### src/cpu_bus_port_defines.vh
/*
  Constants for the processor bus port: reset values of the pin-facing
  registers and of the read data handed to the core.
  Assumes it is included by bare name from the port module only.
*/
`ifndef CPU_BUS_PORT_DEFINES_VH
`define CPU_BUS_PORT_DEFINES_VH

// Address shown on the address outputs while in reset
`define BUS_ADDR_RST   16'h0000
// Write data register value while in reset
`define BUS_WDATA_RST  8'h00
// Direction output in reset: high means read, bus not driven
`define BUS_RW_RST     1'b1
// Data driver enable in reset
`define BUS_OE_RST     1'b0
// Read data value handed to the core in reset
`define BUS_RDATA_RST  8'h00
// Opcode fetch marker in reset
`define BUS_SYNC_RST   1'b0

`endif

### src/cpu_bus_ready_halt_port.v
/*
  External bus port of an 8-bit processor: address outputs, three-state
  data lines with external driver enable, direction output, opcode fetch
  marker and the halt request (ready) input that stretches read cycles.
  Assumes the two non-overlapping bus phases, the ready and driver enable
  inputs and the data lines arrive from pins, asynchronous to clock, and
  that the core on the user side waits for core_done before it changes
  its request.
  Ready, enable and data are seen two clocks late through the synchronisers.
*/
`timescale 1ns/1ps
`default_nettype none
`include "cpu_bus_port_defines.vh"

module cpu_bus_ready_halt_port #(
  parameter ADDR_W = 16,
  parameter DATA_W = 8
) (
  input  wire              clock,
  input  wire              rstn,
  input  wire              phi1,
  input  wire              phi2,
  input  wire              ready,
  input  wire              data_output_enable,
  input  wire [DATA_W-1:0] data_lines_in,
  input  wire [ADDR_W-1:0] core_addr,
  input  wire              core_read,
  input  wire [DATA_W-1:0] core_wdata,
  input  wire              core_fetch,
  output reg  [ADDR_W-1:0] address_outputs,
  output reg  [DATA_W-1:0] data_lines_out,
  output reg               data_lines_oe,
  output reg               read_write,
  output reg               sync_out,
  output reg  [DATA_W-1:0] core_rdata,
  output reg               core_done,
  output reg               halted
);

  localparam [2:0] S_WAIT = 3'b001;
  localparam [2:0] S_PH1  = 3'b010;
  localparam [2:0] S_PH2  = 3'b100;

  // Pin synchronisers: stage one is read only by stage two
  reg              phi1_s1_ff;
  reg              phi1_s2_ff;
  reg              phi1_d_ff;
  reg              phi2_s1_ff;
  reg              phi2_s2_ff;
  reg              phi2_d_ff;
  reg              rdy_s1_ff;
  reg              rdy_s2_ff;
  reg              doe_s1_ff;
  reg              doe_s2_ff;
  reg [DATA_W-1:0] din_s1_ff;
  reg [DATA_W-1:0] din_s2_ff;

  reg [2:0]        state_ff;
  reg [2:0]        nxt_state;
  reg              load_ff;
  reg              nxt_load;
  reg              nxt_done;
  reg              nxt_halted;

  // A write always ends; a read ends only with ready seen high
  function cycle_may_end;
    input rw;
    input rdy;
    begin
      cycle_may_end = ~rw | rdy;
    end
  endfunction

  wire phi1_rise = phi1_s2_ff & ~phi1_d_ff;
  wire phi2_fall = ~phi2_s2_ff & phi2_d_ff;
  // Only read cycles may stall; a write always runs to its end
  wire stall_now = ~cycle_may_end(read_write, rdy_s2_ff);

  // Direction as it stands after this edge, so the drivers drop at the
  // very edge a read begins instead of one clock later
  wire load_now  = (state_ff == S_WAIT) & phi1_rise & load_ff;
  wire rw_next   = load_now ? core_read : read_write;

  always @(posedge clock or negedge rstn) begin
    if (!rstn) begin
      phi1_s1_ff <= 1'b0;
      phi1_s2_ff <= 1'b0;
      phi1_d_ff  <= 1'b0;
      phi2_s1_ff <= 1'b0;
      phi2_s2_ff <= 1'b0;
      phi2_d_ff  <= 1'b0;
      rdy_s1_ff  <= 1'b1;
      rdy_s2_ff  <= 1'b1;
      doe_s1_ff  <= 1'b0;
      doe_s2_ff  <= 1'b0;
      din_s1_ff  <= {DATA_W{1'b0}};
      din_s2_ff  <= {DATA_W{1'b0}};
    end else begin
      phi1_s1_ff <= phi1;
      phi1_s2_ff <= phi1_s1_ff;
      phi1_d_ff  <= phi1_s2_ff;
      phi2_s1_ff <= phi2;
      phi2_s2_ff <= phi2_s1_ff;
      phi2_d_ff  <= phi2_s2_ff;
      rdy_s1_ff  <= ready;
      rdy_s2_ff  <= rdy_s1_ff;
      doe_s1_ff  <= data_output_enable;
      doe_s2_ff  <= doe_s1_ff;
      din_s1_ff  <= data_lines_in;
      din_s2_ff  <= din_s1_ff;
    end
  end

  // Cycle sequencer: phase one start, phase two end
  always @* begin
    nxt_state  = state_ff;
    nxt_load   = load_ff;
    nxt_done   = 1'b0;
    nxt_halted = halted;
    case (state_ff)
      S_WAIT: begin
        if (phi1_rise) begin
          nxt_state = S_PH1;
          nxt_load  = 1'b0;
        end
      end
      S_PH1: begin
        // Ready falling during or with phase one halts a read
        if (stall_now) begin
          nxt_halted = 1'b1;
        end
        if (phi2_s2_ff) begin
          nxt_state = S_PH2;
        end
      end
      S_PH2: begin
        if (phi2_fall) begin
          nxt_state = S_WAIT;
          // Ready sampled at the end of phase two, stable by contract
          if (stall_now) begin
            nxt_halted = 1'b1;
          end else begin
            nxt_halted = 1'b0;
            nxt_done   = 1'b1;
            nxt_load   = 1'b1;
          end
        end
      end
      default: begin
        nxt_state = S_WAIT;
      end
    endcase
  end

  always @(posedge clock or negedge rstn) begin
    if (!rstn) begin
      state_ff  <= S_WAIT;
      load_ff   <= 1'b1;
      core_done <= 1'b0;
      halted    <= 1'b0;
    end else begin
      state_ff  <= nxt_state;
      load_ff   <= nxt_load;
      core_done <= nxt_done;
      halted    <= nxt_halted;
    end
  end

  // A halted read keeps its address, direction and marker, so the
  // same read repeats each period until ready returns high
  always @(posedge clock or negedge rstn) begin
    if (!rstn) begin
      address_outputs <= `BUS_ADDR_RST;
      read_write      <= `BUS_RW_RST;
      sync_out        <= `BUS_SYNC_RST;
      data_lines_out  <= `BUS_WDATA_RST;
    end else if (load_now) begin
      address_outputs <= core_addr;
      read_write      <= core_read;
      sync_out        <= core_fetch;
      data_lines_out  <= core_wdata;
    end
  end

  // Drivers: write cycle and external enable both needed; the enable
  // is expected to follow phase two, which times the write data
  always @(posedge clock or negedge rstn) begin
    if (!rstn) begin
      data_lines_oe <= `BUS_OE_RST;
    end else begin
      data_lines_oe <= ~rw_next & doe_s2_ff;
    end
  end

  // Read data is taken at the phase two end of a completed read
  always @(posedge clock or negedge rstn) begin
    if (!rstn) begin
      core_rdata <= `BUS_RDATA_RST;
    end else if (state_ff == S_PH2 && phi2_fall &&
                 read_write && cycle_may_end(read_write, rdy_s2_ff)) begin
      core_rdata <= din_s2_ff;
    end
  end

  // Phases are assumed non-overlapping; overlap would end PH1 early

endmodule

`default_nettype wire

### config.mk
export PLATFORM = sky130hd
export DESIGN_NAME = cpu_bus_ready_halt_port
export DESIGN_NICKNAME = d
export VERILOG_FILES = /design/src/cpu_bus_ready_halt_port.v
export VERILOG_INCLUDE_DIRS = /design/src /design/src/src
export SDC_FILE = /design/constraint.sdc
export NUM_CORES = 1
export LEC_CHECK = 0
export BUFFER_PORTS_ARGS = -buffer_cell sky130_fd_sc_hd__buf_2
export CORE_MARGIN = 8
export CORE_UTILIZATION = 35
export DETAILED_ROUTE_END_ITERATION = 10
export SETUP_SLACK_MARGIN = 0.1
export SYNTH_ARGS = -nofsm -noshare
export SYNTH_HDL_FRONTEND = slang
export SYNTH_SLANG_ARGS = --single-unit
export TNS_END_PERCENT = 5
### constraint.sdc
create_clock -name clock -period 2.2 [get_ports clock]
set_clock_uncertainty 0.15 [all_clocks]
set_input_delay 0.55 -clock clock [delete_from_list [all_inputs] [get_ports clock]]
set_output_delay 0.55 -clock clock [all_outputs]
set_load 0.005 [all_outputs]
# Word level (Yosys, flattened, before mapping)
# Index checks and enable logic that the tools add are counted.
# op_classes
n_mux	16
bitwise_logic	10
n_reduce_logical	8
n_eq_ne	8
# op_table
cell	n
$mux W1	10
$mux W3	3
$pmux W3 S3	1
$ne A2 B2 Y1 const B	4
$reduce_and A3 Y1	2
$and A1 B1 Y1	5
$not A1 Y1	4
$pmux W1 S2	2
$reduce_and A4 Y1	1
$reduce_bool A2 Y1	2
$eq A3 B1 Y1 const B	1
$eq A3 B2 Y1 const B	1
$eq A3 B3 Y1 const B	1
$logic_and A1 B1 Y1	3
$ne A2 B1 Y1 const B	1
$or A1 B1 Y1	1
# totals
input_bits	40
elab_cells	64
output_inout_bits	37
register_bits	67

# Logic depth before layout (Yosys ltp)
# depth
depth_word	7
ltp_mapped	5

# Worst setup path after synthesis
# OpenSTA, ideal clock, no wires.
# synth_path
path_type	register -> register
from	register state_ff[0]
to	register address_outputs[10]
stages_incl_launch_ff	6
setup_ps	125
slack_ps	261
arrival_time_ps	1664
synth_period_minus_slack_ps	1939
path_buffers	2
cell_sequence	dfstp_2 > nand4bb_4 > or3b_1 > buf_6 > buf_12 > mux2_4
# synth_between
elab_chain_cells	3
# synth_lines
item	line_no	text
start: declaration	cpu_bus_ready_halt_port.v:58	reg [2:0] state_ff;
start signal: assignment	cpu_bus_ready_halt_port.v:162	state_ff <= nxt_state;
$eq A3 B1 Y1	cpu_bus_ready_halt_port.v:81	wire load_now = (state_ff == S_WAIT) & phi1_rise & load_ff;
$and A1 B1 Y1 (2 in a row)	cpu_bus_ready_halt_port.v:81	
end signal: assignment	cpu_bus_ready_halt_port.v:173	address_outputs <= `BUS_ADDR_RST;
end signal: assignment	cpu_bus_ready_halt_port.v:178	address_outputs <= core_addr;
end: declaration	cpu_bus_ready_halt_port.v:30	output reg [ADDR_W-1:0] address_outputs,
# Every way passes these cells.
# A chain may end at the register's enable or synchronous reset.

# Worst setup path after layout
# layout_path
from	register state_ff[0]
to	register data_lines_out[3]
# layout_between
elab_chain_cells	3
# layout_lines
item	line_no	text
$eq A3 B1 Y1	cpu_bus_ready_halt_port.v:81	
$and A1 B1 Y1 (2 in a row)	cpu_bus_ready_halt_port.v:81	
end signal: assignment	cpu_bus_ready_halt_port.v:176	data_lines_out <= `BUS_WDATA_RST;
end signal: assignment	cpu_bus_ready_halt_port.v:181	data_lines_out <= core_wdata;
end: declaration	cpu_bus_ready_halt_port.v:31	output reg [DATA_W-1:0] data_lines_out,
# Every way passes these cells.

==> impl_metrics.toml <==
[final_layout]
diodes = 0
area_growth_pct = 28.1
drive_gt1_share_pct = 61.6
finalCoreUtilization_pct = 45.8
nNetsFinal = 259

[clocking]
clk_pin_slew_ns = 0.07
ctsHoldBuffers = 0
cts_resized = 0
cts.sinks = 67
cts_tree = "built"
numCtsBuffers = 9
post_cts_buffers = 0
insertion_delay_ns = 0.33
htree_levels = 3
clockRootBuffer = "clkbuf_8"
clk_path_buf_depth = 2

[worst_setup_path]
r2r_end = "data_lines_out[3]"
crit_arrival_ns = 2.08
rrSetupSlack_ns = 0.19
worstSetupPathType = "reg2reg"
required_ns = 2.27
reg2regPathDepth = 4
startpoint = "state_ff[0]"
cp-end-kind = "flip-flop"
startpoint_type = "flip-flop"
timing.rr.start = "state_ff[0]"
critPathMaxFanout = 17

[synthesis]
yosysWarnings = 0
async_flop_share_pct = 100
synth_area_leaders = "dfrtp_1 65%, mux2_4 12%, mux2_2 7.1%"
syn_area_um2 = 2390
synth_ff_type = "dfrtp_1"
synth_nets = 171
synth_commonest_cells = "62 x dfrtp_1, 19 x mux2_4, 15 x mux2_2"
syn_avg_cell_area_um2 = 18.2
netlist_instances = 131
synth-seq-area-share_pct = 70.5
synth.largest_area_cell = "dfrtp_1"
ys_ff_latch = 67
synth_cell_types = 22
synth.most_common_cell = "dfrtp_1"
synth_edf_count = 0
synth.top_cell.area_share_pct = 65.0

[routing]
first_iter_violations = 25
wl_per_cell_um = 15.0
post-route-drc-count = 0
via_count = 1357
viasPerCell = 4.46
final_antenna_net_count = 0
wirelength_mm = 4.55
drtPass1Iterations = 4

[global_route]
grt_pass1_wl_mm = 7.59
grtUsageTotal_pct = 10.1
grt_max_degree = 68
antenna_found_initial = 1
grt_pass1_vias = 1581
overflow = 0

[floorplan]
rows = 30
fp.coreArea_um2 = 6680
floorplan.initialDensity_pct = 35.7
die_h_um = 98.6
io_pins = 77
die_area_um2 = 9720
fp.dieW_um = 98.6

[sta]
rsz0062_at_grt = "false"
timing.hold.ws_ns = 0.0622
clock.fmax_ghz = 0.497
worst_slack_ns = 0.189
maxSlewHeadroom_pct = 72.1
hold_viol_final = 0
drv_slew = 0
finalSetupViolCount = 0
min_period_ns = 2.01
finalSetupTns_ns = 0
period_share_pct = 91.4
worstMarginPinSlew_ns = 0.417

[place]
place_congestion = 0.714
portBuffers = 76
post-dp-hpwl_mm = 3.31
post-place-ws_ns = 0.204

[pwr]
powerDensity_nw_per_um2 = 828
ir_drop_uv = 422
p_leak_nw = 1.55

[min_path]
min_path_type = "in2async"

[job]
cap_violations = 0

[status]
run_status = "complete, no violations"
routing by layer:
| metal | up-vias | wire (µm) | track usage (%) |
|---|---|---|---|
| met4 | 2 | 98 | 6.14 |
| met1 | 664 | 1950 | 11.3 |
| li1 | 637 | - | - |
| met3 | 9 | 278 | 5.36 |
| met2 | 45 | 2210 | 15.0 |
| met5 | - | 8 | 0 |
per-stage QoR:
stage / std cells / instance area, µm² / power, W
after CTS: 304 / 3060 / 0.00259
after global placement: 288 / 2860 / 0.00156
final: 304 / 3060 / 0.00253
after floorplan: 131 / 2390 / 0.00144
after global routing: 304 / 3060 / 0.00267
after detailed placement: 288 / 2860 / 0.00157
report_power, final:
| part | switching, W | internal (W) |
|---|---|---|
| logic | 0.0000756 | 0.000115 |
| clock network | 0.000466 | 0.000530 |
| registers | 0.0000407 | 0.00131 |
cell families after synthesis:
family,Yosys count,share of synthesized area (%)
simple gates,17,5.87
compound gates,9,2.31
mux,34,19.0
buf+inv,4,2.31
flops,67,70.5
cell usage in the layout, fill, tap and decap left out:
master / Yosys / layout
buf_12: 2 / 1
buf_4: 0 / 3
nand3b_1: 3 / 3
o21ai_0: 2 / 2
o31ai_1: 2 / 2
a31oi_1: 1 / 1
nor2_1: 1 / 1
inv_1: 1 / 1
or3b_1: 1 / 1
clkinvlp_4: 0 / 2
clkinv_4: 0 / 1
dfstp_2: 5 / 5
a21oi_1: 3 / 3
or3b_4: 1 / 1
nand4bb_4: 1 / 1
mux2_2: 15 / 15
nor2b_1: 3 / 3
bufinv_16: 0 / 1
dfrtp_1: 62 / 62
clkbuf_8: 0 / 9
clkinv_2: 0 / 1
o221ai_1: 1 / 1
mux2_4: 19 / 19
inv_6: 0 / 2
buf_2: 0 / 76
nand2_1: 2 / 2
nor3_4: 1 / 1
nor3_1: 1 / 1
nand2b_1: 3 / 3
critical path, stage by stage, from the launching register on:
cell and delay, ns:
dfstp_2 0.61, nand4bb_4 0.15, or3b_1 0.43, buf_4 0.24, mux2_4 0.32
final cells by class:
cell class | count | area [µm²]
fillers | 607 | 3620
inverters | 1 | 3.75
clock buffers | 9 | 124
clock inverters | 7 | 76.3
flip-flops and latches | 67 | 1680
repair buffers | 80 | 423
well taps | 80 | 100
multi-input cells | 60 | 649
state kept, by name, indices dropped and copies added (netlist names), 3 cells and up:
signal,cells
address_outputs,16
core_rdata,8
data_lines_out,8
din_s1_ff,8
din_s2_ff,8
state_ff,3
worst max-delay path by stage:
stage	end	slack, ns	cells past startpoint
global placement	core_rdata[3]	0.25	3
detailed placement	data_lines_out[3]	0.20	4
global route	data_lines_out[3]	0.12	4
CTS	data_lines_out[3]	0.18	4
finish	data_lines_out[3]	0.19	4
floorplan	address_outputs[10]	0.26	5
(Power assumes the default switching activity.)
